==> config.mk <==
export PLATFORM = sky130hd
export DESIGN_NAME = ocs_core
export DESIGN_NICKNAME = d
export VERILOG_FILES = /design/src/design/ocs_core.v
export VERILOG_INCLUDE_DIRS = /design/src /design/src/design
export SDC_FILE = /design/constraint.sdc
export NUM_CORES = 2
export LEC_CHECK = 0
export BUFFER_PORTS_ARGS = -buffer_cell sky130_fd_sc_hd__buf_4
export CAP_MARGIN = 5
export CORE_MARGIN = 4
export CORE_UTILIZATION = 40
export CTS_CLUSTER_DIAMETER = 200
export DETAILED_ROUTE_END_ITERATION = 10
export PLACE_DENSITY_LB_ADDON = 0.05
export SETUP_SLACK_MARGIN = 0.05
export SYNTH_ARGS = -nofsm -noshare
export SYNTH_HDL_FRONTEND = slang
export SYNTH_SLANG_ARGS = --single-unit
export TNS_END_PERCENT = 50
==> constraint.sdc <==
create_clock -name clk -period 3.55 [get_ports clk]
set_input_delay 0.5325 -clock clk [delete_from_list [all_inputs] [get_ports clk]]
set_output_delay 0.5325 -clock clk [all_outputs]
set_load 0.005 [all_outputs]
==> src/design/ocs_map.vh <==
`ifndef OCS_MAP_VH
`define OCS_MAP_VH

// Register indices on the plain port
`define OCS_ADDR_W          4
`define OCS_A_PATH          4'h0
`define OCS_A_FRAME_SYNC_OUT         4'h1
`define OCS_A_TELECOM       4'h2
`define OCS_A_SECAPLL       4'h3
`define OCS_A_FORMAT        4'h4
`define OCS_A_INC_MAIN      4'h5
`define OCS_A_INC_SEC       4'h6
`define OCS_A_STATUS        4'h7
`define OCS_A_OFFSET        4'h8

// Path cfg fields
`define OCS_B_LOCK          0
`define OCS_B_FRAMESYNC_INDEPENDENT_MODE         1
`define OCS_B_LR_SRC        2
`define OCS_B_T1_SRC        3
`define OCS_B_T2_SRC        4
`define OCS_B_APLL_MAIN     5
// Frame sync cfg fields
`define OCS_F_FS_POL        0
`define OCS_F_MF_POL        1
`define OCS_F_FS_W_LO       2
`define OCS_F_FS_W_HI       9
`define OCS_F_MF_W_LO       10
`define OCS_F_MF_W_HI       17
// Telecom cfg fields
`define OCS_T_T1_F_LO       0
`define OCS_T_T1_F_HI       1
`define OCS_T_T1_SS         2
`define OCS_T_T2_F_LO       3
`define OCS_T_T2_F_HI       4
`define OCS_T_T2_SS         5
`define OCS_T_T2_AF         6

// Output format codes
`define OCS_FMT_OFF         2'h0
`define OCS_FMT_LVDS        2'h1
`define OCS_FMT_PECL        2'h2

// Accumulator
`define OCS_ACC_W           32
`define OCS_PH_W            4
// 204.8 MHz master clock in kHz
`define OCS_MCLK_KHZ        204800
`define OCS_FS_KHZ          8
`define OCS_MFS_DIV         4
`define OCS_RST_ZERO        32'h0000_0000
`define OCS_SYNC_DEPTH      2

`endif

==> src/design/ocs_core.v <==
// Operation
// - Frame sync 8 kHz, multiframe 2 kHz
// - Programmable sync pulse width and polarity
// - Per differential output format or disable
// - Synths add increment into phase accumulator
// - Accumulator phase code exposed for edges
// - Secondary one forward, main forward plus feedback
// - Main feedback carries phase offset
// - Feedback synth fed by own path
// - Seven output synths, two main-fixed
// - Global lock forces all to main
// - Frame sync main unless independent mode
// - Low-rate synth follows its source bit
// - Each telecom synth own source bit
// - Telecom one: standard and two-bit field
// - Telecom two: alt, standard, two-bit field
// - Each APLL from own reference synth
// - Main APLL references always main path
// - Secondary APLL ref by to-main bit
// - Freq zero and not-to-main powers down
// - Powered-down APLL outputs held low
// - To-main bit locks secondary APLL
//
// Added by the designer: the strobed register port and the register addresses.
`timescale 1ns/1ns
`default_nettype none
`include "ocs_map.vh"

module ocs_core (
	input  wire                    clk,
	input  wire                    rstn,
	input  wire [`OCS_ADDR_W-1:0]  addr,
	input  wire [31:0]             wdata,
	input  wire                    wr_en,
	input  wire                    rd_en,
	output reg  [31:0]             rdata,
	output reg                     frame_sync_out,
	output reg                     multiframe_sync_out,
	output reg  [6:0]              config_output_clocks,
	output reg  [3:0]              diff_out_en,
	output reg  [7:0]              diff_out_pecl,
	output reg  [27:0]             synth_phase_code,
	output reg  [1:0]              feedback_clk,
	output wire                    sec_apll_powered
);

	reg [31:0] global_path_cfg_reg;
	reg [31:0] framesync_cfg_reg;
	reg [31:0] telecom_freq_cfg_reg;
	reg [31:0] sec_path_cfg_reg;
	reg [31:0] output_format_cfg_reg;
	reg [31:0] inc_main_reg;
	reg [31:0] inc_sec_reg;
	reg [31:0] offset_reg;
	reg [6:0]  src_main_vec;

	// Map selection and path to effective source: 1 = main
	function sel_main;
		input lock;
		input src_main;
		begin
			sel_main = lock | src_main;
		end
	endfunction

	// Telecom frequency code to fraction of selected path increment (shift)
	function [2:0] tel_shift;
		input [1:0] f;
		begin
			tel_shift = 3'h3 - {1'b0, f};
		end
	endfunction

	wire lock_secondary_to_main = global_path_cfg_reg[`OCS_B_LOCK];
	wire framesync_independent_mode = global_path_cfg_reg[`OCS_B_FRAMESYNC_INDEPENDENT_MODE];
	wire lowrate_synth_src_sel = global_path_cfg_reg[`OCS_B_LR_SRC];
	wire telecom1_src_sel = global_path_cfg_reg[`OCS_B_T1_SRC];
	wire telecom2_src_sel = global_path_cfg_reg[`OCS_B_T2_SRC];
	wire sec_apll_to_main = global_path_cfg_reg[`OCS_B_APLL_MAIN];
	wire [3:0] sec_apll_freq_field = sec_path_cfg_reg[3:0];
	wire [1:0] telecom1_freq_field =
		telecom_freq_cfg_reg[`OCS_T_T1_F_HI:`OCS_T_T1_F_LO];
	wire telecom1_std_sel = telecom_freq_cfg_reg[`OCS_T_T1_SS];
	wire [1:0] telecom2_freq_field =
		telecom_freq_cfg_reg[`OCS_T_T2_F_HI:`OCS_T_T2_F_LO];
	wire telecom2_std_sel = telecom_freq_cfg_reg[`OCS_T_T2_SS];
	wire telecom2_alt_freq = telecom_freq_cfg_reg[`OCS_T_T2_AF];

	// Register port; writes and reads never stall
	always @(posedge clk or negedge rstn) begin
		if (!rstn) begin
			global_path_cfg_reg <= `OCS_RST_ZERO;
			framesync_cfg_reg <= `OCS_RST_ZERO;
			telecom_freq_cfg_reg <= `OCS_RST_ZERO;
			sec_path_cfg_reg <= `OCS_RST_ZERO;
			output_format_cfg_reg <= `OCS_RST_ZERO;
			inc_main_reg <= `OCS_RST_ZERO;
			inc_sec_reg <= `OCS_RST_ZERO;
			offset_reg <= `OCS_RST_ZERO;
			rdata <= `OCS_RST_ZERO;
		end else begin
			if (wr_en) begin
				case (addr)
				`OCS_A_PATH:     global_path_cfg_reg <= wdata;
				`OCS_A_FRAME_SYNC_OUT:    framesync_cfg_reg <= wdata;
				`OCS_A_TELECOM:  telecom_freq_cfg_reg <= wdata;
				`OCS_A_SECAPLL:  sec_path_cfg_reg <= wdata;
				`OCS_A_FORMAT:   output_format_cfg_reg <= wdata;
				`OCS_A_INC_MAIN: inc_main_reg <= wdata;
				`OCS_A_INC_SEC:  inc_sec_reg <= wdata;
				`OCS_A_OFFSET:   offset_reg <= wdata;
				default: ;
				endcase
			end
			rdata <= `OCS_RST_ZERO;
			if (rd_en) begin
				case (addr)
				`OCS_A_PATH:     rdata <= global_path_cfg_reg;
				`OCS_A_FRAME_SYNC_OUT:    rdata <= framesync_cfg_reg;
				`OCS_A_TELECOM:  rdata <= telecom_freq_cfg_reg;
				`OCS_A_SECAPLL:  rdata <= sec_path_cfg_reg;
				`OCS_A_FORMAT:   rdata <= output_format_cfg_reg;
				`OCS_A_INC_MAIN: rdata <= inc_main_reg;
				`OCS_A_INC_SEC:  rdata <= inc_sec_reg;
				`OCS_A_OFFSET:   rdata <= offset_reg;
				`OCS_A_STATUS:   rdata <= {24'h0, sec_apll_powered,
					src_main_vec};
				default:         rdata <= `OCS_RST_ZERO;
				endcase
			end
		end
	end

	// Sources of the seven output synths: 1 = main path
	// 0 lowrate, 1 tel1, 2 tel2, 3 sec apll ref, 4 frame sync,
	// 5 main apll ref, 6 second main apll ref
	always @* begin
		src_main_vec[0] = sel_main(lock_secondary_to_main,
			~lowrate_synth_src_sel);
		src_main_vec[1] = sel_main(lock_secondary_to_main,
			~telecom1_src_sel);
		src_main_vec[2] = sel_main(lock_secondary_to_main,
			~telecom2_src_sel);
		src_main_vec[3] = sel_main(lock_secondary_to_main,
			sec_apll_to_main);
		src_main_vec[4] = sel_main(lock_secondary_to_main,
			~framesync_independent_mode);
		src_main_vec[5] = 1'b1;
		src_main_vec[6] = 1'b1;
	end

	// Secondary APLL power state
	assign sec_apll_powered = ~((sec_apll_freq_field == 4'h0) &
		~sec_apll_to_main);

	// Path forward synths; main has separate output and feedback
	reg [`OCS_ACC_W-1:0] main_fwd_acc;
	reg [`OCS_ACC_W-1:0] main_fb_acc;
	reg [`OCS_ACC_W-1:0] sec_fwd_acc;
	always @(posedge clk or negedge rstn) begin
		if (!rstn) begin
			main_fwd_acc <= `OCS_RST_ZERO;
			main_fb_acc <= `OCS_RST_ZERO;
			sec_fwd_acc <= `OCS_RST_ZERO;
			feedback_clk <= 2'h0;
		end else begin
			main_fwd_acc <= main_fwd_acc + inc_main_reg;
			// Feedback follows own forward synth plus offset
			main_fb_acc <= main_fwd_acc + offset_reg;
			sec_fwd_acc <= sec_fwd_acc + inc_sec_reg;
			feedback_clk[0] <= main_fb_acc[`OCS_ACC_W-1];
			feedback_clk[1] <= sec_fwd_acc[`OCS_ACC_W-1];
		end
	end

	// Per synth increments derived from selected path
	reg [`OCS_ACC_W-1:0] inc_vec [0:6];
	always @* begin
		inc_vec[0] = src_main_vec[0] ? inc_main_reg : inc_sec_reg;
		inc_vec[1] = (src_main_vec[1] ? inc_main_reg : inc_sec_reg)
			>> (tel_shift(telecom1_freq_field) +
			{2'h0, telecom1_std_sel});
		inc_vec[2] = (src_main_vec[2] ? inc_main_reg : inc_sec_reg)
			>> (tel_shift(telecom2_freq_field) +
			{1'b0, telecom2_std_sel, telecom2_alt_freq});
		inc_vec[3] = src_main_vec[3] ? inc_main_reg : inc_sec_reg;
		inc_vec[4] = src_main_vec[4] ? inc_main_reg : inc_sec_reg;
		inc_vec[5] = inc_main_reg;
		inc_vec[6] = inc_main_reg;
	end

	// Increments latched at accumulator wrap to avoid runts, or while the live increment is zero
	genvar g;
	generate
		for (g = 0; g < 7; g = g + 1) begin : gen_synth
			reg [`OCS_ACC_W-1:0] acc;
			reg [`OCS_ACC_W-1:0] inc_live;
			wire [`OCS_ACC_W:0] sum = {1'b0, acc} + {1'b0, inc_live};
			always @(posedge clk or negedge rstn) begin
				if (!rstn) begin
					acc <= `OCS_RST_ZERO;
					inc_live <= `OCS_RST_ZERO;
					config_output_clocks[g] <= 1'b0;
					synth_phase_code[g*`OCS_PH_W +: `OCS_PH_W] <= 4'h0;
				end else begin
					acc <= sum[`OCS_ACC_W-1:0];
					if (sum[`OCS_ACC_W] || inc_live == `OCS_RST_ZERO)
						inc_live <= inc_vec[g];
					synth_phase_code[g*`OCS_PH_W +: `OCS_PH_W] <=
						acc[`OCS_ACC_W-1 -: `OCS_PH_W];
					if (g == 3 && !sec_apll_powered)
						config_output_clocks[g] <= 1'b0;
					else
						config_output_clocks[g] <= acc[`OCS_ACC_W-1];
				end
			end
		end
	endgenerate

	// Frame sync from synth 4: 8 kHz tick, multiframe every fourth
	localparam [`OCS_ACC_W-1:0] FS_INC_DEFAULT = 32'h0000_0000;
	wire fs_msb = gen_synth[4].acc[`OCS_ACC_W-1];
	reg        fs_msb_d;
	reg [1:0]  mf_cnt;
	reg [7:0]  fs_w_cnt;
	reg [7:0]  mf_w_cnt;
	wire       fs_tick = fs_msb & ~fs_msb_d;
	wire [7:0] fs_width = framesync_cfg_reg[`OCS_F_FS_W_HI:`OCS_F_FS_W_LO];
	wire [7:0] mf_width = framesync_cfg_reg[`OCS_F_MF_W_HI:`OCS_F_MF_W_LO];
	always @(posedge clk or negedge rstn) begin
		if (!rstn) begin
			fs_msb_d <= 1'b0;
			mf_cnt <= 2'h0;
			fs_w_cnt <= 8'h0;
			mf_w_cnt <= 8'h0;
			frame_sync_out <= 1'b0;
			multiframe_sync_out <= 1'b0;
		end else begin
			fs_msb_d <= fs_msb;
			if (fs_tick) begin
				mf_cnt <= mf_cnt + 2'h1;
				fs_w_cnt <= fs_width;
				if (mf_cnt == 2'h0)
					mf_w_cnt <= mf_width;
			end else begin
				if (fs_w_cnt != 8'h0)
					fs_w_cnt <= fs_w_cnt - 8'h1;
				if (mf_w_cnt != 8'h0)
					mf_w_cnt <= mf_w_cnt - 8'h1;
			end
			frame_sync_out <= (fs_w_cnt != 8'h0) ^
				framesync_cfg_reg[`OCS_F_FS_POL];
			multiframe_sync_out <= (mf_w_cnt != 8'h0) ^
				framesync_cfg_reg[`OCS_F_MF_POL];
		end
	end

	// Differential output format per output 3..6
	generate
		for (g = 0; g < 4; g = g + 1) begin : gen_fmt
			wire [1:0] fmt = output_format_cfg_reg[2*g +: 2];
			always @(posedge clk or negedge rstn) begin
				if (!rstn) begin
					diff_out_en[g] <= 1'b0;
					diff_out_pecl[2*g +: 2] <= 2'h0;
				end else begin
					diff_out_en[g] <= (fmt != `OCS_FMT_OFF);
					diff_out_pecl[2*g +: 2] <= fmt;
				end
			end
		end
	endgenerate

endmodule
`default_nettype wire

======== After elaboration in Yosys (flattened, before gate mapping) ========
Cells that the tools add are included.
storage, ports and cells
  register bits ........................... 901
  input port bits ......................... 40
  logic and storage cells ................. 145
operators by class
  add/sub/neg operators ................... 17
  equal/unequal tests ..................... 9
  shifts and indexed selects .............. 2
  muxes and demuxes ....................... 13
  bitwise operators ....................... 16
  reduce and logical (&&, ||, !) cells .... 34
operators by type and width
  operator             number
  $pmux 32 s9          1
  $add 32x32->33       7
  $logic_not 32->1     7
  $mux 32              6
  $add 32x32->32       3
  $shr 32x3->32        2
  $mux 8               5
  $reduce_and 2->1     9
  $eq 4x3->1 const B   4
  $reduce_bool 8->1    2
  $sub 8x1->8 const B  2
  $reduce_bool 2->1    6
  $eq 4x2->1 const B   2
  $logic_not 4->1      2
  $logic_or 1x1->1     7
  $not 1->1            7
  $sub 2x2->3 const A  2
  $or 1x1->1           5
  $eq 4x1->1 const B   1
  $eq 4x4->1 const B   1
  $add 3x1->3          1
  $add 3x2->3          1
  $add 2x1->2 const B  1
  $and 1x1->1          2
  other kinds (4)      5

======== Logic depth before layout (Yosys ltp) ========
  word-level depth ........................ 5
  gate-level depth with buffers ........... 14

======== Worst setup path after synthesis ========
No wires, ideal clock.
  path type ............................... reg-to-reg
  from .................................... register gen_synth[4].inc_live[0]
  to ...................................... register gen_synth[4].inc_live[10]
  library setup time ...................... 0.127 ns
  arrival ................................. 3.516 ns
  required time ........................... 3.423 ns
  setup slack ............................. -0.093 ns
  stages on the path, launching flop included .. 15
  path buffers ............................ 1
  clock period less this slack ............ 3.643 ns
  path through ............................ dfrtp_1 -> ha_1 -> fa_1 -> a21o_1 -> a21oi_2 -> nor3_1 -> nand4b_1 -> a21o_1 -> a21o_1 -> a21oi_4 -> o31ai_1 -> a211o_1 -> a311oi_4 -> buf_6 -> mux2_1
between the ends
  longest elaborated chain between the ends .. 2
  elaborated cells on any way between the ends .. 3
ends and longest elaborated chain
  what                                                RTL line        source
  start: declaration                                  ocs_core.v:197  reg [`OCS_ACC_W-1:0] inc_live;
  start signal: assignment                            ocs_core.v:202  inc_live <= `OCS_RST_ZERO;
  start signal: assignment                            ocs_core.v:208  inc_live <= inc_vec[g];
  $add 32x32->33 or $logic_not 32->1 (tied branches)  -
  $logic_or 1x1->1 (no line) *                        -
Mark *: on every way between the ends. The rest lies on a longest branch, timed or not.
A chain may end at the register's enable or synchronous reset.

======== Worst setup path after layout ========
  from .................................... register gen_synth[4].inc_live[0]
  to ...................................... register gen_synth[4].inc_live[5]
The elaborated chain is that of the path after synthesis.

==> flow_summary.toml <==
[drt]
drc = 0
ant_nets = 0
vias = 35100
drt_iter0_markers = 2906
wirelength_um = 157000
vias_per_cell = 5.61
routedWlPerCell_um = 25.2
dr.pass1.iters = 7

[run_status]
violations = "negative setup slack"
outcome = "finished with violations"

[finish]
multi_input_area_um2 = 26000
post-route-util_pct = 47.3
layoutNonFillerInstCount = 6245
top_regs = "gen_synth.acc x224, gen_synth.inc_live x224"
nFillCells = 11100
postLayoutCellArea_um2 = 56800
layout-drive-gt1-share_pct = 25.6
ff_latch_area_um2 = 21600
area_growth_pct = 17.6
finalNetCount = 4916

[synth]
yosys.area.top_type = "dfrtp_1"
synth_edf_count = 0
yosys-top-cells-count = "dfrtp_1 (864), mux2_2 (521), ha_1 (324)"
async_flop_share_pct = 100
synth_fp_nets = 4637
ys_warn_count = 0
yosysSeqAreaShare_pct = 44.8
avgSynthCellArea_um2 = 11.3
synth_top_area_share_pct = 44.8
synth_cell_types = 85
ys_ff_latch = 864
synth_ff_type = "dfrtp_1"
syn_area_um2 = 48300
post-synth-top-count-cell = "dfrtp_1"
yosys-top-cells-area = "dfrtp_1 (45%), mux2_2 (12%), ha_1 (8.4%)"
postSynthCellCount = 4263

[timing]
clock-skew-final_ns = 0.0331
relSlewSlack_pct = 13.9
fmax_mhz = 275
finalSetupViolCount = 32
post-route-min-period_ns = 3.63
slew_violations = 0
min_period_over_period_pct = 102
rsz0062_at_grt = "true"
setup_slack_ns = -0.0819
tightest_slew_ns = 1.29
final_hold_viol_count = 0

[global_route]
grt_pass1_wl_um = 233000
grt_overflow_total = 0
grt_max_degree = 111
antenna_found_initial = 22
grt_use_total_pct = 24.6
grt_pass1_vias = 35000

[floorplan]
coreArea_um2 = 120000
fp-row-count = 127
die_w_um = 356
die_h_um = 356
start_util_pct = 40.3
pin_count = 124
die_area_um2 = 126000

[power_and_ir_drop]
peakVddDrop_mv = 0.556
power_density_nw_per_um2 = 1120
switchingPower_mw = 25.7
seqPwrFrac_pct = 27.2
internal-power_mw = 38.0
clockPowerShare_pct = 17.9
comb_power_share_pct = 54.9
finalPower_mw = 63.7
leakagePower_nw = 26.3
swShare_pct = 40.3

[placement]
dpl_worst_slack_ns = -0.132
io_buffers = 123
place_area_um2 = 52300
gp_congestion = 0.895
dp_cells = 6011
hpwlAfterDp_um = 109000

[clock_network]
ctsHtreeMaxLevel = 3
cts-root-buf = "clkbuf_16"
cts.path.max_buffers = 3
cts_sinks = 864
numCtsBuffers = 102
clk_latency_ns = 0.72
cts_tree = "done"
path_clk_slew_ns = 0.06

[worst_setup_path]
cp-end-kind = "register"
critical_path.max_fanout = 8
cp.arrival_ns = 4.23
crit_required_ns = 4.15
critical_path_class = "reg2reg"
startpoint_type = "register"

[run]
maxCapViolCount = 0

[min_path]
min-delay-path-class = "in2reg"
## layer usage
metal	GRT usage [%]	wire (µm)
met4	8.27	5920
met3	4.27	8970
met5	0	27
met1	36.0	75100
met2	36.7	67200
## path summary, 6_finish.rpt
| kind | end | start | slack, ns | cells after the start |
|---|---|---|---|---|
| min | inc_main_reg[21] | wdata[21] | 0.12 | 2 |
| max | gen_synth[4].inc_live[5] | gen_synth[4].inc_live[0] | -0.08 | 15 |
| max reg2reg | gen_synth[4].inc_live[5] | gen_synth[4].inc_live[0] | -0.08 | 15 |
| min reg2reg | feedback_clk[0] | main_fb_acc[31] | 0.35 | 0 |
| min in group asynchronous | gen_synth[2].acc[6] | rstn | 0.32 | 2 |
| max in group asynchronous | output_format_cfg_reg[26] | rstn | 2.21 | 4 |
## cell type report
class,count,area share (%)
clock inverters,34,1.02
clock buffers,150,5.40
flip-flops and latches,864,38.1
diodes,11,0.0485
repair buffers,356,5.49
well taps,1612,3.55
multi-input cells,3133,45.9
inverters,85,0.562
## power groups by stage
stage                     registers (mW)  logic (mW)  clock network (mW)
after floorplan                     16.2        25.0                   0
after global placement              17.5        32.9                   0
after detailed placement            17.5        33.1                   0
after CTS                           17.4        34.2                11.7
after global routing                17.8        38.7                12.1
final                               17.3        35.0                11.4
## metrics by stage
stage / hold slack, ns / TNS, ns
floorplan: 0.237 / 0
global placement: 0.339 / -7.53
detailed placement: 0.339 / -8.58
CTS: 0.0732 / -1.84
global route: 0.0988 / -10.77
finish: 0.124 / -1.63
## cell families (layout without fill, tap and decap cells)
logic type               Yosys count  count (layout)  share of synthesized area (%)
AO/OA/AOI/OAI                    969             972                           13.0
flip-flops                       864             864                           44.8
multiplexers                     816             816                           18.7
AND/OR/NAND/NOR                  747             747                           7.62
adder cells (fa/ha/maj)          334             334                           8.81
buffers and inverters            269             625                           2.29
XOR/XNOR                         264             264                           4.79
other                              0              11                              0
## timing repair
item	in CTS	in global routing
pin swaps	25	21
resized for setup	35	48
cloned	7	5
endpoints found under the setup margin	213	234
endpoints found under the hold margin	29	0
setup buffers	15	11
hold buffers	1	0
## cells in the final DEF (no fill, tap or decap), types with 19 or more instances in the layout
cell type  Yosys  layout
nor2_1       165     161
a41oi_1       19      19
ha_1         324     316
a221oi_1      19      19
clkbuf_16      0     110
o21bai_1      42      42
mux2i_1      231     231
xor2_1        87      87
a31oi_1       35      31
nand2_1      201     196
a211oi_1      24      21
o21ai_0      174     163
xnor2_1      177     177
clkbuf_8       0      27
inv_1         84      84
a22oi_1       47      47
buf_4         10     320
nor2b_1       50      50
buf_12         0      21
nor4_1        66      64
nor3_1        45      40
mux2_1        31      21
nand2b_1      54      52
dfrtp_1      864     864
nand4_1       36      36
a21o_1       128     128
nand3_1       57      56
mux2_4        30      41
o21a_1        32      32
a21oi_1      310     302
and3_1        19      19
mux2_2       521     520
## critical path, stage by stage, from the launching register on
cell	delay (ns)
dfrtp_1	0.39
ha_2	0.19
fa_2	0.34
a21o_1	0.20
a21oi_2	0.16
nor3_1	0.08
nand4b_1	0.18
a21o_1	0.21
a21o_1	0.19
a21oi_4	0.18
o31ai_2	0.09
a211o_1	0.32
a311oi_4	0.31
buf_6	0.17
clkbuf_16	0.16
mux2_1	0.33
Note: power is estimated with default switching activity, not from simulation.
